--- config.mk ---
export PLATFORM = sky130hd
export DESIGN_NAME = adc_serial_control_sequencer
export DESIGN_NICKNAME = d
export VERILOG_FILES = /design/src/verilog/adc_seq_pkg.sv /design/src/verilog/pin_sync.sv /design/src/verilog/adc_serial_control_sequencer.sv
export VERILOG_INCLUDE_DIRS = /design/src /design/src/verilog
export SDC_FILE = /design/constraint.sdc
export NUM_CORES = 1
export LEC_CHECK = 0
export BUFFER_PORTS_ARGS = -buffer_cell sky130_fd_sc_hd__buf_4
export CAP_MARGIN = 30
export CORE_UTILIZATION = 54
export CTS_CLUSTER_SIZE = 12
export DETAILED_ROUTE_END_ITERATION = 8
export PLACE_DENSITY = 0.76
export SYNTH_ARGS = -nofsm -noshare
export SYNTH_HDL_FRONTEND = slang
export SYNTH_SLANG_ARGS = --single-unit
export TNS_END_PERCENT = 100
--- constraint.sdc ---
create_clock -name ref_clk -period 2.3 [get_ports ref_clk]
set_input_delay 0.46 -clock ref_clk [delete_from_list [all_inputs] [get_ports ref_clk]]
set_output_delay 0.46 -clock ref_clk [all_outputs]
set_load 0.03 [all_outputs]
--- src/verilog/adc_seq_defines.svh ---
// constants for the serial converter control sequencer
`ifndef ADC_SEQ_DEFINES_SVH
`define ADC_SEQ_DEFINES_SVH

// control byte field positions
`define CB_START        7
`define CB_SEL_HI       6
`define CB_SEL_LO       4
`define CB_UNIPOLAR     3
`define CB_SINGLE       2
`define CB_PD_HI        1
`define CB_PD_LO        0

// channel select codes {hi,mid,lo}
`define SEL_PAIR_A      3'h1
`define SEL_PAIR_B      3'h2
`define SEL_PAIR_A_REV  3'h5
`define SEL_PAIR_B_REV  3'h6

// software power modes
`define PWR_FULL_OFF    2'h0
`define PWR_QUICK_OFF   2'h1
`define PWR_REDUCED     2'h2
`define PWR_NORMAL      2'h3

// serial framing counts
`define BITS_TRACK      4'h5
`define BITS_BYTE       4'h8
`define POST_DEC_FIRST  5'h03
`define POST_DEC_LAST   5'h0E
`define POST_B6_DONE    5'h08
`define POST_END        5'h10
`define RESULT_MSB      4'hB

// timing
`define REF_CLK_NS      20
`define POR_TIME_NS     10000
`define POR_CYCLES      ((`POR_TIME_NS + `REF_CLK_NS - 1) / `REF_CLK_NS)
`define DROOP_TIME_NS   120000
`define DROOP_CYCLES    (`DROOP_TIME_NS / `REF_CLK_NS)

`endif

--- src/verilog/adc_seq_pkg.sv ---
// types shared by the converter sequencer files
package adc_seq_pkg;

  typedef logic [1:0] power_mode_t;
  typedef logic [3:0] channel_onehot_t;

  typedef enum logic [1:0] {
    RX_SEARCH,
    RX_BYTE,
    RX_DONE
  } rx_state_t;

endpackage : adc_seq_pkg

--- src/verilog/pin_sync.sv ---
// three-stage pin synchroniser with agreed level and edge pulses
`timescale 1ns/1ps
`default_nettype none

module pin_sync #(
  parameter logic RESET_VAL = 1'b0
) (
  input  wire logic ref_clk,
  input  wire logic rst_n,
  input  wire logic pin,
  output logic      level,
  output logic      rise,
  output logic      fall
);

  logic ff1_r;
  logic ff2_r;
  logic ff3_r;

  always_ff @(posedge ref_clk or negedge rst_n) begin
    if (!rst_n) begin
      ff1_r <= RESET_VAL;
      ff2_r <= RESET_VAL;
      ff3_r <= RESET_VAL;
    end else begin
      ff1_r <= pin;
      ff2_r <= ff1_r;
      ff3_r <= ff2_r;
    end
  end

  // a change is taken only once stages two and three agree
  always_ff @(posedge ref_clk or negedge rst_n) begin
    if (!rst_n) begin
      level <= RESET_VAL;
      rise  <= 1'b0;
      fall  <= 1'b0;
    end else begin
      rise <= (ff2_r == ff3_r) && ff3_r && !level;
      fall <= (ff2_r == ff3_r) && !ff3_r && level;
      if (ff2_r == ff3_r) begin
        level <= ff3_r;
      end
    end
  end

endmodule : pin_sync

`default_nettype wire

--- src/verilog/adc_serial_control_sequencer.sv ---
// serial control, track/hold timing and sar sequencing of a 4-channel converter
`timescale 1ns/1ps
`default_nettype none
`include "adc_seq_defines.svh"

// Functional notes
// differential codes 001,010,101,110 pick CH0/CH1, CH2/CH3 and the reversed pairs
// sampler starts tracking on the sclk fall after the fifth control bit
// sampler holds on the sclk fall after the eighth control bit
// single-ended ties minus to common; after conversion plus input tracks again
// with chip select low one din bit is captured per sclk rise
// leading zeros are ignored; first one is the control byte msb
// conversion starts on the sclk fall after the eighth bit, not on select
// strobe is high for exactly one sclk period after the last control bit
// one decision per sclk, shown on dout at twelve rises, msb first
// dout and strobe float while select is high; strobe low after select falls
// unipolar result is straight binary, bipolar is two's complement, msb first
// result framed by three leading zeros and one trailing zero
// host lowers select, sends control byte, two zero bytes, raises select
// host is clock master, clock idles low, data sampled on rises
// host finishes hold to last result bit within 120 us
// start bit accepted when idle, or after result bit six is shifted out
// accepted conversion completes; only shutdown aborts it
// at most one conversion per 16 sclks; tied select needs 16 zeros first (code needs no leading zeros once reset is over)
// after power-on, normal mode, strobe low, 10 us internal reset
// before any conversion dout shifts out only zeros
// software power mode applies after conversion; shutdown overrides at once
// interface listens in power-down; start bit restores full power
// power bits: 00 full off, 01 quick off, 10 reduced, 11 normal
// byte: start, channel select, unipolar, single-ended, two power bits
// single-ended codes 001,101,010,110 select CH0,CH1,CH2,CH3
// shutdown input is active low and forces hardware power-down
module adc_serial_control_sequencer #(
  parameter int RESULT_BITS  = 12,
  parameter int DROOP_CYCLES = `DROOP_CYCLES
) (
  input  wire logic                      ref_clk,
  input  wire logic                      rst_n,
  input  wire logic                      sclk,
  input  wire logic                      cs_n,
  input  wire logic                      din,
  input  wire logic                      power_off_request_low,
  input  wire logic                      comparator_in,
  output logic                           dout,
  output logic                           dout_oe,
  output logic                           conversion_strobe_out,
  output logic                           conversion_strobe_oe,
  output logic                           sample_track,
  output adc_seq_pkg::channel_onehot_t   pos_channel,
  output adc_seq_pkg::channel_onehot_t   neg_channel,
  output logic                           neg_to_common,
  output logic                           polarity_choice,
  output logic                           input_topology_choice,
  output logic [RESULT_BITS-1:0]         dac_trial,
  output adc_seq_pkg::power_mode_t       power_mode,
  output logic                           hw_power_down,
  output logic                           reset_busy,
  output logic                           converting,
  output logic                           droop_warning
);
  import adc_seq_pkg::*;

  // synchronised pins
  logic sclk_lvl;
  logic sclk_rise;
  logic sclk_fall;
  logic cs_lvl;
  logic cs_fall;
  logic din_lvl;
  logic power_off_request_low_lvl;

  pin_sync #(.RESET_VAL(1'b0)) u_sync_sclk (
    .ref_clk (ref_clk),
    .rst_n   (rst_n),
    .pin     (sclk),
    .level   (sclk_lvl),
    .rise    (sclk_rise),
    .fall    (sclk_fall)
  );

  pin_sync #(.RESET_VAL(1'b1)) u_sync_cs (
    .ref_clk (ref_clk),
    .rst_n   (rst_n),
    .pin     (cs_n),
    .level   (cs_lvl),
    .rise    (),
    .fall    (cs_fall)
  );

  pin_sync #(.RESET_VAL(1'b0)) u_sync_din (
    .ref_clk (ref_clk),
    .rst_n   (rst_n),
    .pin     (din),
    .level   (din_lvl),
    .rise    (),
    .fall    ()
  );

  pin_sync #(.RESET_VAL(1'b1)) u_sync_power_off_request_low (
    .ref_clk (ref_clk),
    .rst_n   (rst_n),
    .pin     (power_off_request_low),
    .level   (power_off_request_low_lvl),
    .rise    (),
    .fall    ()
  );

  localparam int POR_CNT_W   = $clog2(`POR_CYCLES + 1);
  localparam int DROOP_CNT_W = $clog2(DROOP_CYCLES + 1);

  rx_state_t                rx_state_r;
  logic [7:0]               shift_r;
  logic [3:0]               bit_cnt_r;
  logic [POR_CNT_W-1:0]     por_cnt_r;
  logic                     conv_active_r;
  logic [4:0]               post_cnt_r;
  logic [4:0]               post_nxt;
  logic [3:0]               dec_idx;
  logic                     dec_slot;
  logic                     search_ok;
  logic                     start_accept;
  logic                     byte_done;
  logic                     conv_done;
  logic                     power_off_request_low_active;
  power_mode_t              pending_pd_r;
  logic [DROOP_CNT_W-1:0]   droop_cnt_r;
  logic [2:0]               sel;
  logic [2:0]               sel_early;
  logic                     track_edge;

  assign power_off_request_low_active = !power_off_request_low_lvl;
  assign post_nxt    = post_cnt_r + 5'h01;
  assign dec_slot    = (post_nxt >= `POST_DEC_FIRST) && (post_nxt <= `POST_DEC_LAST);
  assign dec_idx     = 4'(`POST_DEC_LAST - post_nxt);
  // overlap: a new byte may begin once result bit six has left
  assign search_ok   = !reset_busy && (!conv_active_r || post_cnt_r >= `POST_B6_DONE);
  assign start_accept = sclk_rise && !cs_lvl && rx_state_r == RX_SEARCH && din_lvl && search_ok;
  assign byte_done   = sclk_fall && rx_state_r == RX_DONE;
  assign conv_done   = sclk_rise && conv_active_r && post_nxt == `POST_END;
  assign sel         = shift_r[`CB_SEL_HI:`CB_SEL_LO];
  assign sel_early   = shift_r[3:1];
  assign track_edge  = sclk_fall && rx_state_r == RX_BYTE && bit_cnt_r == `BITS_TRACK;

  // internal power-on reset window
  always_ff @(posedge ref_clk or negedge rst_n) begin
    if (!rst_n) begin
      por_cnt_r  <= '0;
      reset_busy <= 1'b1;
    end else if (reset_busy) begin
      if (por_cnt_r == POR_CNT_W'(`POR_CYCLES - 1)) begin
        reset_busy <= 1'b0;
      end
      por_cnt_r <= por_cnt_r + 1'b1;
    end
  end

  // control byte receiver
  always_ff @(posedge ref_clk or negedge rst_n) begin
    if (!rst_n) begin
      rx_state_r <= RX_SEARCH;
      shift_r    <= 8'h00;
      bit_cnt_r  <= 4'h0;
    end else if (power_off_request_low_active) begin
      rx_state_r <= RX_SEARCH;
      bit_cnt_r  <= 4'h0;
    end else begin
      case (rx_state_r)
        RX_SEARCH: begin
          // zeros before the start bit are simply dropped
          if (start_accept) begin
            shift_r    <= 8'h01;
            bit_cnt_r  <= 4'h1;
            rx_state_r <= RX_BYTE;
          end
        end
        RX_BYTE: begin
          if (sclk_rise && !cs_lvl) begin
            shift_r   <= {shift_r[6:0], din_lvl};
            bit_cnt_r <= bit_cnt_r + 4'h1;
            if (bit_cnt_r == `BITS_BYTE - 4'h1) begin
              rx_state_r <= RX_DONE;
            end
          end
        end
        RX_DONE: begin
          if (sclk_fall) begin
            rx_state_r <= RX_SEARCH;
            bit_cnt_r  <= 4'h0;
          end
        end
        default: begin
          rx_state_r <= RX_SEARCH;
          bit_cnt_r  <= 4'h0;
        end
      endcase
    end
  end

  // track/hold and conversion stepping
  always_ff @(posedge ref_clk or negedge rst_n) begin
    if (!rst_n) begin
      sample_track          <= 1'b1;
      conv_active_r         <= 1'b0;
      post_cnt_r            <= 5'h00;
      dac_trial             <= '0;
      dout                  <= 1'b0;
    end else if (power_off_request_low_active) begin
      // shutdown stops the conversion where it stands
      conv_active_r <= 1'b0;
      post_cnt_r    <= 5'h00;
      sample_track  <= 1'b1;
      dout          <= 1'b0;
    end else begin
      if (track_edge) begin
        sample_track <= 1'b1;
      end
      if (conv_done) begin
        conv_active_r <= 1'b0;
        sample_track  <= 1'b1;
        dout          <= 1'b0;
      end else if (sclk_rise && conv_active_r) begin
        // each rise in the decision window (post_nxt 3 to 14) settles one bit and, before post_nxt 14, tries the next
        post_cnt_r <= post_nxt;
        if (dec_slot) begin
          dac_trial[dec_idx] <= comparator_in;
          if (dec_idx != 4'h0) begin
            dac_trial[dec_idx - 4'h1] <= 1'b1;
          end
          // bipolar inverts only the msb to turn offset binary into two's complement
          dout <= (dec_idx == `RESULT_MSB && !polarity_choice) ? !comparator_in : comparator_in;
        end else begin
          dout <= 1'b0;
        end
      end
      if (byte_done) begin
        sample_track          <= 1'b0;
        conv_active_r         <= 1'b1;
        post_cnt_r            <= 5'h00;
        dac_trial             <= '0;
        dac_trial[RESULT_BITS-1] <= 1'b1;
      end
    end
  end

  // channel routing and mode bits latched from the control byte
  always_ff @(posedge ref_clk or negedge rst_n) begin
    if (!rst_n) begin
      pos_channel           <= 4'h0;
      neg_channel           <= 4'h0;
      neg_to_common         <= 1'b1;
      polarity_choice       <= 1'b1;
      input_topology_choice <= 1'b1;
      pending_pd_r          <= `PWR_NORMAL;
    end else if (!power_off_request_low_active) begin
      if (track_edge) begin
        case (sel_early)
          `SEL_PAIR_A:     pos_channel <= 4'h1;
          `SEL_PAIR_A_REV: pos_channel <= 4'h2;
          `SEL_PAIR_B:     pos_channel <= 4'h4;
          `SEL_PAIR_B_REV: pos_channel <= 4'h8;
          default:         pos_channel <= 4'h0;
        endcase
      end
      if (conv_done) begin
        // minus side returns to common once the result is out
        neg_to_common <= 1'b1;
        neg_channel   <= 4'h0;
      end
      if (byte_done) begin
        polarity_choice       <= shift_r[`CB_UNIPOLAR];
        input_topology_choice <= shift_r[`CB_SINGLE];
        pending_pd_r          <= shift_r[`CB_PD_HI:`CB_PD_LO];
        if (shift_r[`CB_SINGLE]) begin
          neg_to_common <= 1'b1;
          neg_channel   <= 4'h0;
        end else begin
          neg_to_common <= 1'b0;
          case (sel)
            `SEL_PAIR_A:     neg_channel <= 4'h2;
            `SEL_PAIR_A_REV: neg_channel <= 4'h1;
            `SEL_PAIR_B:     neg_channel <= 4'h8;
            `SEL_PAIR_B_REV: neg_channel <= 4'h4;
            default:         neg_channel <= 4'h0;
          endcase
        end
      end
    end
  end

  // strobe and output enables
  always_ff @(posedge ref_clk or negedge rst_n) begin
    if (!rst_n) begin
      conversion_strobe_out <= 1'b0;
      conversion_strobe_oe  <= 1'b0;
      dout_oe               <= 1'b0;
    end else begin
      conversion_strobe_oe <= !cs_lvl;
      dout_oe              <= !cs_lvl;
      if (power_off_request_low_active || cs_fall) begin
        conversion_strobe_out <= 1'b0;
      end else if (byte_done) begin
        conversion_strobe_out <= 1'b1;
      end else if (sclk_fall) begin
        conversion_strobe_out <= 1'b0;
      end
    end
  end

  // power state: full power from each start bit, and at each conversion end the mode chosen by that conversion's byte, unless a start bit is taken on the same rise
  always_ff @(posedge ref_clk or negedge rst_n) begin
    if (!rst_n) begin
      power_mode    <= `PWR_NORMAL;
      hw_power_down <= 1'b0;
    end else begin
      hw_power_down <= power_off_request_low_active;
      if (start_accept) begin
        power_mode <= `PWR_NORMAL;
      end else if (conv_done) begin
        power_mode <= pending_pd_r;
      end
    end
  end

  // busy flag and droop watch from hold to the sixteenth sclk rise after it
  always_ff @(posedge ref_clk or negedge rst_n) begin
    if (!rst_n) begin
      converting    <= 1'b0;
      droop_cnt_r   <= '0;
      droop_warning <= 1'b0;
    end else begin
      converting <= conv_active_r && !power_off_request_low_active;
      if (byte_done) begin
        droop_cnt_r   <= '0;
        droop_warning <= 1'b0;
      end else if (conv_active_r && droop_cnt_r != DROOP_CNT_W'(DROOP_CYCLES)) begin
        droop_cnt_r <= droop_cnt_r + 1'b1;
      end else if (conv_active_r) begin
        droop_warning <= 1'b1;
      end
    end
  end

endmodule : adc_serial_control_sequencer

`default_nettype wire

==> results of run 1 <==
==> cells in the final DEF (no fill, tap or decap), types with 3 or more instances in the layout <==
cell type / netlist / routed
xnor2_1: 15 / 12
o31ai_1: 3 / 3
buf_4: 2 / 85
a21oi_1: 17 / 17
a32oi_1: 5 / 5
nor3b_1: 6 / 4
ha_1: 16 / 14
and2_1: 7 / 7
nor2b_1: 7 / 7
nor3_1: 11 / 9
xnor2_2: 0 / 3
inv_8: 0 / 3
or3_1: 5 / 4
or4_1: 5 / 5
o21ai_0: 26 / 20
nor2_1: 36 / 34
mux2i_1: 12 / 12
nand3_1: 20 / 19
xor2_1: 17 / 17
inv_1: 19 / 18
o211ai_1: 3 / 3
nor2_4: 1 / 3
nand4_1: 6 / 6
o21ai_1: 4 / 10
a31oi_1: 7 / 6
clkbuf_8: 0 / 9
nand2b_1: 7 / 7
dfrtp_1: 78 / 77
dfstp_2: 17 / 17
mux2_2: 7 / 7
o22ai_2: 1 / 3
nand2_1: 56 / 56
o21a_1: 4 / 4
==> power breakdown <==
part	total [W]	switching, W	internal [W]
registers	0.00177	0.0000340	0.00173
logic	0.000193	0.000130	0.0000634
clock network	0.00119	0.000652	0.000539
==> worst min-delay path by stage <==
stage                                      from                     endpoint  slack [ns]  cells after the start
floorplan                                 rst_n     bit_cnt_r[0]$_DFFE_PN0P_        0.16                      0
global placement    u_sync_sclk.ff1_r$_DFF_PN0_  u_sync_sclk.ff2_r$_DFF_PN0_        0.33                      0
detailed placement   u_sync_din.ff1_r$_DFF_PN0_   u_sync_din.ff2_r$_DFF_PN0_        0.34                      0
CTS                                       rst_n     dac_trial[9]$_DFFE_PN0P_        0.15                      2
global route                              rst_n     dac_trial[2]$_DFFE_PN0P_        0.15                      2
finish                                    rst_n     dac_trial[2]$_DFFE_PN0P_        0.09                      2
==> stage by stage <==
step,setup TNS (ns),std cells
after floorplan,-0.4015,486
after global placement,-0.05599,652
after detailed placement,-0.6082,652
after CTS,0,669
after global routing,-0.5814,673
final,-0.001038,673
==> cells by family after synthesis <==
logic type | after synthesis | synth area share (%)
buffers and inverters | 43 | 4.226
DFF | 95 | 49.10
AOI/OAI and AO/OA | 95 | 13.06
muxes | 19 | 4.073
adders and majority gates | 18 | 4.508
and+or+nand+nor | 184 | 19.29
xor gates and xnor gates | 32 | 5.738
==> final cells by class <==
class | count | area share [%]
clock buffer | 9 | 2.097
inverter | 19 | 1.271
timing repair buffer | 87 | 11.48
multi-input combinational | 348 | 40.58
clock inverter | 7 | 1.652
tap | 108 | 2.288
sequential | 95 | 40.63
==> sequential cells by signal (all words and copies together), names as in the netlist, 2 cells and up <==
| register | cells |
|---|---|
| neg_channel | 4 |
| pending_pd_r | 2 |
| bit_cnt_r | 4 |
| rx_state_r | 2 |
| shift_r | 7 |
| por_cnt_r | 9 |
| pos_channel | 4 |
| post_cnt_r | 5 |
| droop_cnt_r | 13 |
| dac_trial | 12 |
| power_mode | 2 |
==> what timing repair did <==
action	in CTS	in global routing
hold buffers	0	0
buffers inserted	1	4
resized for setup	6	17
endpoints found under the setup margin	14	17
pin swaps	0	13
==> layer usage <==
layer | vias to the layer above | GRT usage (%)
li1 | 1842 | -
met1 | 1851 | 30.13
met2 | 97 | 36.73
met3 | 14 | 3.022
met4 | 0 | 6.200
met5 | - | 0
==> critical path, cell delays in order, from the launching register on <==
cell,delay [ns]
dfrtp_1,0.43
inv_1,0.13
ha_4,0.23
and2b_4,0.19
a211oi_4,0.30
xnor2_2,0.17
xnor2_2,0.27
o22ai_2,0.15
a32oi_1,0.24
o21ai_1,0.10
==> key figures, run 1 <==
STA
  – RSZ-0062 raised after global routing: yes
  – Final Cycle Share: 100.0%
  – Final setup vio count: 1
  – Setup clock skew after layout: 0.01882 ns
  – Worst relative slew slack: 66.62%
  – Fin worst setup slack: -0.001038 ns
  – Time the worst path needs with I/O delays and setup: 2.301 ns
  – Upper clock frequency limit: 0.4346 GHz
  – Final slew viol count: 0
  – Final Hold Violating Endpoints: 0
  – Hold_ws: 0.09064 ns
  – Actual transition at the worst max-transition pin: 0.5007 ns

Synthesis
  – Number of enable flip-flop cells after synthesis: 0
  – Top cell type by total area after synthesis: dfrtp_1
  – Share of flip-flops with an asynchronous set or reset after synthesis: 100.0%
  – Leading register cell type out of synthesis: dfrtp_1
  – Seq cells post-synth: 95
  – Net count of the mapped netlist: 509
  – Distinct cells, synth: 65
  – Mean Syn Cell Area: 10.05 sq um
  – Proportion of synthesized chip area in sequential cells: 49.10%
  – Top cells by instance count after synthesis: dfrtp_1 (78), nand2_1 (56), nor2_1 (36), o21ai_0 (26), nand3_1 (20)
  – Most common cell in the synthesized netlist: dfrtp_1
  – Gate Count Post-Synth: 486
  – Cell Area, Synth: 4885 sq um
  – Number of warnings reported in the yosys synthesis log: 0
  – Top cell type's share of synthesized area: 39.96%
  – Largest cells by area after synthesis: dfrtp_1 (40%), dfstp_2 (9.1%), nand2_1 (4.3%)

Outcome
  – Violated checks: negative setup slack
  – Run status: complete, but fails checks

Drt
  – Top sig layer: met4
  – DRC violation count after routing: 0
  – Post-detailed-route via-to-cell ratio: 5.652
  – Antenna Nets Post-Route: 0
  – Routed WL per cell: 14.90 microns
  – Wire length the detailed router placed on met1: 4490 microns
  – Routed met2 length: 5017 microns
  – Via count: 3804
  – Routed wl met3: 380 microns
  – Final Routed Wirelength: 10030 microns
  – First-pass DRT Iterations: 4
  – Drt first-iter violations: 171

Finish
  – Diodes inserted: 0
  – Fillcell total: 643
  – Area taken by multi-input logic gates: 2397 sq um
  – Number of nets in the finished design: 583
  – Final instance area: 5907 sq um
  – Area occupied by registers: 2400 sq um
  – Layout cells sized above 1: 27.79%
  – Fin util: 67.73%
  – Layout area overhead: 20.93%

Floorplanning
  – Area of the core: 8721 sq um
  – Effective utilization at floorplan: 56.01%
  – Overall die width: 97.11 microns
  – Height of the die: 97.11 microns
  – # rows: 34
  – Ports placed on the boundary: 41
  – Die Area: 9430 sq um

GRT
  – Maximum number of pins on one net before global-route repair: 96
  – Aggregate global routing overflow: 0
  – Antenna violations before repair: 0
  – GRT Resource Usage Total: 21.98%
  – Wire length of the first global-routing pass: 17000 microns
  – Via count of the first global-routing pass: 3700

Clocking
  – Clock tree buffer depth: 2
  – Number of sinks handled by clock tree synthesis: 95
  – TritonCTS clock tree: done
  – Clock Latency Late Sink: 0.36 ns
  – Clock root cell: clkbuf_8
  – Clock input transition at the sequential cells of the worst setup and hold paths: 0.11 ns
  – Maximum level of the CTS H-tree: 3
  – Total CTS buffers: 9

Placed design
  – Final estimated routing congestion in global placement: 0.9134
  – Final HPWL from detailed placement: 7063 microns
  – Placed cell area: 5567 sq um
  – Worst slack at placement: -0.1305 ns
  – Number of I/O port buffers: 40

Critical path
  – Reg2Reg Depth: 9
  – Crit. End Element: flip-flop
  – Arrival time at the worst endpoint: 2.56 ns
  – Worst setup path endpoint: dac_trial[5]$_DFFE_PN0P_
  – CP Data Required Time: 2.55 ns
  – Class of the most critical setup path: reg -> reg
  – Endpoint of the worst-slack reg-to-reg timing path: dac_trial[5]$_DFFE_PN0P_
  – Crit-path max FO: 5
  – FF-to-FF Start: post_cnt_r[1]$_DFFE_PN0P_
  – Critical Path Start Type: flip-flop
  – Reg2reg setup slack: -0.001 ns
  – Origin of the worst setup path: post_cnt_r[1]$_DFFE_PN0P_

Hold path
  – Type of the worst min-delay path: in -> async

Pwr
  – Leakage power: 2.619 nW
  – Post-layout power: 0.003149 W
  – Power density of the placed cells: 533.1 nW/um^2
  – VDD IR max: 0.0004165 V

Flow run
  – Number of maximum-capacitance constraint violations: 0
Note: power is estimated with default switching activity, not from simulation.
==> run 2, diff against run 1 <==
--- a/config.mk
+++ b/config.mk
@@ -9,4 +9,5 @@
 export BUFFER_PORTS_ARGS = -buffer_cell sky130_fd_sc_hd__buf_4
 export CAP_MARGIN = 30
+export CORE_MARGIN = 2
 export CORE_UTILIZATION = 54
 export CTS_CLUSTER_SIZE = 12
==> constraint.sdc (replaced) <==
create_clock -name ref_clk -period 2.3 [get_ports ref_clk]
set_input_delay 0.46 -clock ref_clk [delete_from_list [all_inputs] [get_ports ref_clk]]
set_output_delay 0.46 -clock ref_clk [all_outputs]
set_load 0.1 [all_outputs]
==> key figures, run 2 (synthesis results as in run 1) <==
Pwr
  – Leakage power: 2.589 nW
  – Post-layout power: 0.003195 W
  – Power density of the placed cells: 541.5 nW/um^2
  – VDD IR max: 0.0004093 V

Outcome
  – Run status: complete, but fails checks
  – Violated checks: negative setup slack

Clocking
  – Clock input transition at the sequential cells of the worst setup and hold paths: 0.10 ns
  – Clock Latency Late Sink: 0.37 ns
  – Maximum level of the CTS H-tree: 3
  – Total CTS buffers: 9
  – Clock tree buffer depth: 2
  – Number of sinks handled by clock tree synthesis: 95
  – TritonCTS clock tree: done
  – Post-CTS Hold Fix Bufs: 0
  – Clock root cell: clkbuf_8

Hold path
  – Type of the worst min-delay path: in -> async

Critical path
  – CP top delay family: compound AO/OA/AOI/OAI gates
  – Chain of cells forming the critical path: clkinvlp_4 > ha_4 > and2b_4 > a211oi_4 > buf_6 > xnor2_4 > or2b_1 > o22ai_2 > a32oi_1 > o21ai_1
  – Crit. End Element: flip-flop
  – Class of the most critical setup path: reg -> reg
  – CP Data Required Time: 2.60 ns
  – Total buffers and inverters traversed by the critical path: 2
  – Arrival time at the worst endpoint: 2.67 ns
  – Critical Path Start Type: flip-flop
  – Cell at the slowest stage of the critical path: dfrtp_1
  – Critical Path Max Stage Delay: 0.44 ns
  – Crit-path max FO: 5

Floorplanning
  – Height of the die: 99.11 microns
  – Area of the core: 8763 sq um
  – Die Area: 9823 sq um
  – Overall die width: 99.11 microns
  – # rows: 34
  – Ports placed on the boundary: 41
  – Effective utilization at floorplan: 55.74%

Finish
  – Largest Register: droop_cnt_r
  – Largest registers in the final layout: droop_cnt_r x13, dac_trial x12, por_cnt_r x9
  – Fin util: 67.32%
  – Area taken by multi-input logic gates: 2440 sq um
  – Most frequent cells in the layout: dfrtp_1 (78), buf_4 (74), nand2_1 (55)
  – Final instance area: 5899 sq um
  – Flip-flop count of the largest register, all copies and words added: 13
  – Layout cells sized above 1: 27.42%
  – Number of nets in the finished design: 576
  – Fillcell total: 673
  – Most common library cell in the layout ignoring fill and taps: dfrtp_1
  – Area occupied by registers: 2399 sq um
  – Diodes inserted: 0
  – Layout area overhead: 20.77%

Drt
  – Drt first-iter violations: 168
  – Via count: 3809
  – Routed WL per cell: 15.47 microns
  – Antenna Nets Post-Route: 0
  – Post-detailed-route via-to-cell ratio: 5.719
  – DRC violation count after routing: 0
  – First-pass DRT Iterations: 5
  – Final Routed Wirelength: 10310 microns

STA
  – Final setup vio count: 6
  – RSZ-0062 raised after global routing: yes
  – Actual transition at the worst max-transition pin: 0.4867 ns
  – Hold_ws: 0.02548 ns
  – Final Hold Violating Endpoints: 0
  – Final setup TNS: -0.2110 ns
  – Worst relative slew slack: 67.55%
  – Setup clock skew after layout: 0.01285 ns
  – Upper clock frequency limit: 0.4219 GHz
  – Final slew viol count: 0
  – Fin worst setup slack: -0.07024 ns
  – Time the worst path needs with I/O delays and setup: 2.370 ns
  – Final Cycle Share: 103.1%

GRT
  – Maximum number of pins on one net before global-route repair: 43
  – GRT Resource Usage Total: 22.65%
  – Antenna violations before repair: 0
  – Via count of the first global-routing pass: 3815
  – Wire length of the first global-routing pass: 17910 microns
  – Aggregate global routing overflow: 0

Flow run
  – Number of maximum-capacitance constraint violations: 0

Placed design
  – Final estimated routing congestion in global placement: 0.8963
  – Final HPWL from detailed placement: 7297 microns
  – Number of I/O port buffers: 40
  – Placed cell area: 5572 sq um
## run 2: cell count changes in the layout (fill, tap and decap cells not counted), sizes merged
cell / change
clkinv: -3
clkbuf: +1
clkinvlp: +2
buf: -7
## run 2: cell type report
cell class,instances,share of cell area [%]
clock buffer,10,2.163
clock inverter,6,1.251
inverter,19,1.273
multi-input combinational,348,41.36
sequential,95,40.66
tap,108,2.291
timing repair buffer,80,11.01
## run 2: repair_timing
action | CTS | global route
setup endpoints to repair | 9 | 18
buffers inserted | 1 | 0
hold endpoints to repair | 0 | 0
gates resized for setup | 8 | 19
pin swaps | 4 | 5
## run 2: power by group
part / total (W) / switching [W] / internal, W
Combinational: 0.000284 / 0.000217 / 0.0000672
Clock: 0.00115 / 0.000627 / 0.000519
Sequential: 0.00176 / 0.0000328 / 0.00173
## run 2: layer usage
layer / share of wire, % / wire length (microns) / track usage (%) / up-vias
met5: 0 / 0 / 0 / -
met4: 1.3 / 136 / 7.587 / 0
met3: 4.1 / 420 / 4.146 / 14
met2: 51 / 5220 / 38.41 / 93
met1: 44 / 4527 / 29.55 / 1881
li1: - / - / - / 1821
## run 2: through the flow
| stage | cells | setup slack (ns) |
|---|---|---|
| finish | 666 | -0.07024 |
| global route | 666 | -0.1815 |
| CTS | 666 | -0.02035 |
| detailed placement | 649 | -0.04212 |
| global placement | 649 | 0.06851 |
| floorplan | 486 | -0.09531 |
## run 2: path summary, 6_finish.rpt
check                      slack [ns]                          end                        start  depth (start not counted)
min in group ref_clk             0.19   u_sync_din.ff1_r$_DFF_PN0_                          din                          1
min                              0.03     dac_trial[2]$_DFFE_PN0P_                        rst_n                          1
max in group asynchronous        1.59  polarity_choice$_DFFE_PN1P_                        rst_n                          2
min reg2reg                      0.36  u_sync_sclk.ff2_r$_DFF_PN0_  u_sync_sclk.ff1_r$_DFF_PN0_                          0
max                             -0.07     dac_trial[5]$_DFFE_PN0P_    post_cnt_r[0]$_DFFE_PN0P_                         10
max reg2reg                     -0.07     dac_trial[5]$_DFFE_PN0P_    post_cnt_r[0]$_DFFE_PN0P_                         10
==> run 3, diff against run 2 <==
CAP_MARGIN = 20   (was 30)
PLACE_DENSITY = default   (was 0.76)
PLACE_DENSITY_LB_ADDON = 0.1   (was default)
==> key figures, run 3 (synthesis results as in run 1) <==
Critical path
  – Critical Path Max Stage Delay: 0.43 ns
  – Arrival time at the worst endpoint: 2.57 ns
  – Total buffers and inverters traversed by the critical path: 2
  – CP Data Required Time: 2.58 ns
  – Crit-path max FO: 7
  – Critical Path Start Type: flip-flop
  – Class of the most critical setup path: reg -> reg
  – Crit. End Element: flip-flop
  – Cell at the slowest stage of the critical path: dfrtp_2
  – Chain of cells forming the critical path: clkinvlp_4 > ha_4 > and2b_4 > a211oi_4 > buf_6 > xnor2_4 > or2b_1 > o22ai_2 > a32oi_1 > o21ai_1
  – CP top delay family: compound AO/OA/AOI/OAI gates

Finish
  – Largest registers in the final layout: droop_cnt_r x13, dac_trial x12, por_cnt_r x9
  – Fin util: 68.00%
  – Flip-flop count of the largest register, all copies and words added: 13
  – Layout area overhead: 22.00%
  – Layout cells sized above 1: 28.50%
  – Most frequent cells in the layout: buf_4 (82), dfrtp_1 (76), nand2_1 (55)
  – Largest Register: droop_cnt_r
  – Fillcell total: 679
  – Most common library cell in the layout ignoring fill and taps: buf_4
  – Number of nets in the finished design: 583
  – Diodes inserted: 0

STA
  – Final Hold Violating Endpoints: 0
  – Upper clock frequency limit: 0.4370 GHz
  – Final setup TNS: 0 ns
  – Actual transition at the worst max-transition pin: 0.4723 ns
  – Fin worst setup slack: 0.01154 ns
  – Final setup vio count: 0
  – Final slew viol count: 0
  – Setup clock skew after layout: 0.01391 ns
  – RSZ-0062 raised after global routing: yes
  – Final Cycle Share: 99.50%
  – Time the worst path needs with I/O delays and setup: 2.288 ns
  – Worst relative slew slack: 68.48%

Hold path
  – Type of the worst min-delay path: in -> reg

Clocking
  – Number of sinks handled by clock tree synthesis: 95
  – TritonCTS clock tree: done
  – Total CTS buffers: 9
  – Maximum level of the CTS H-tree: 3
  – Clock root cell: clkbuf_8
  – Clock tree buffer depth: 2
  – Clock input transition at the sequential cells of the worst setup and hold paths: 0.10 ns
  – Clock Latency Late Sink: 0.35 ns

Pwr
  – Switch share: 26.44%
  – Power density of the placed cells: 526.9 nW/um^2
  – Internal power: 0.002310 W
  – Clock power share: 34.9%
  – Net Switching: 0.0008302 W
  – Logic pwr share: 8.9%
  – VDD IR max: 0.0003529 V
  – Leakage power: 2.603 nW
  – Portion of total power attributed to sequential cells: 56.1%

Drt
  – Antenna Nets Post-Route: 0
  – Via count: 3700
  – Final Routed Wirelength: 9933 microns
  – Post-detailed-route via-to-cell ratio: 5.498
  – First-pass DRT Iterations: 4
  – Drt first-iter violations: 146
  – Routed WL per cell: 14.76 microns
  – DRC violation count after routing: 0

GRT
  – Antenna violations before repair: 0
  – GRT Resource Usage Total: 21.33%
  – Aggregate global routing overflow: 0
  – Via count of the first global-routing pass: 3662
  – Maximum number of pins on one net before global-route repair: 60
  – Wire length of the first global-routing pass: 17170 microns

Floorplanning
  – Overall die width: 99.11 microns
  – Area of the core: 8763 sq um
  – Height of the die: 99.11 microns
  – Effective utilization at floorplan: 55.74%
  – # rows: 34
  – Die Area: 9823 sq um
  – Ports placed on the boundary: 41

Placed design
  – Final estimated routing congestion in global placement: 0.8609
  – Number of I/O port buffers: 40
  – Final HPWL from detailed placement: 7001 microns
  – Worst slack at placement: -0.1289 ns

Outcome
  – Run status: finished clean

Flow run
  – Number of maximum-capacitance constraint violations: 0
-- run 3: area by class of cell --
| type | count | area, sq um | share of cell area, % |
|---|---|---|---|
| Clock inverter | 6 | 70.07 | 1.176 |
| Timing Repair Buffer | 87 | 688.2 | 11.55 |
| Multi-Input combinational cell | 348 | 2462 | 41.32 |
| Clock buffer | 10 | 127.6 | 2.141 |
| Inverter | 19 | 75.07 | 1.260 |
| Tap cell | 108 | 135.1 | 2.267 |
| Sequential cell | 95 | 2401 | 40.29 |
-- run 3: final timing paths --
kind | end | slack [ns] | cells past startpoint | startpoint
worst max-delay path | dac_trial[6]$_DFFE_PN0P_ | 0.01 | 10 | post_cnt_r[0]$_DFFE_PN0P_
worst min-delay path | u_sync_power_off_request_low.ff1_r$_DFF_PN1_ | 0.22 | 1 | power_off_request_low
worst max register to register | dac_trial[6]$_DFFE_PN0P_ | 0.01 | 10 | post_cnt_r[0]$_DFFE_PN0P_
worst min register to register | u_sync_sclk.ff2_r$_DFF_PN0_ | 0.36 | 0 | u_sync_sclk.ff1_r$_DFF_PN0_
max in group asynchronous | u_sync_power_off_request_low.level$_DFFE_PN1N_ | 1.14 | 3 | rst_n
min in group asynchronous | dac_trial[4]$_DFFE_PN0P_ | 0.51 | 2 | rst_n
-- run 3: metal layers --
layer  routed length [microns]  global-route usage, %  vias up
met5                         0                      0        -
met4                        54                  6.744        0
met3                       300                  3.373        4
met2                      4819                  33.21       58
met1                      4760                  31.00     1790
li1                          -                      -     1848
-- run 3: stage by stage --
| stage | area, sq um | total power, W | std cells | hold WS, ns |
|---|---|---|---|---|
| final | 5959 | 0.003140 | 673 | 0.2188 |
| after floorplan | 4936 | 0.001980 | 486 | 0.1644 |
| after detailed placement | 5552 | 0.002078 | 648 | 0.3389 |
| after CTS | 5804 | 0.003195 | 666 | 0.1928 |
| after global routing | 5959 | 0.003284 | 673 | 0.1907 |
| after global placement | 5552 | 0.002072 | 648 | 0.3335 |
-- run 3: what timing repair did --
action                     4_1_cts  5_1_grt
hold endpoints to repair        15        0
hold buffers                     1        0
buffers inserted                 1        7
gates resized for setup          6       22
pin swaps                        0       14
gates cloned                     0        0
setup endpoints to repair       11       17
-- run 3: power groups by stage --
| stage | clock network [W] | logic (W) | registers, W |
|---|---|---|---|
| 5_1_grt | 0.00121 | 0.000306 | 0.00177 |
| 2_1_floorplan | 0 | 0.0000943 | 0.00189 |
| 3_5_place_dp | 0 | 0.000283 | 0.00180 |
| 3_3_place_gp | 0 | 0.000279 | 0.00179 |
| 4_1_cts | 0.00115 | 0.000285 | 0.00176 |
| 6_report | 0.00110 | 0.000280 | 0.00176 |
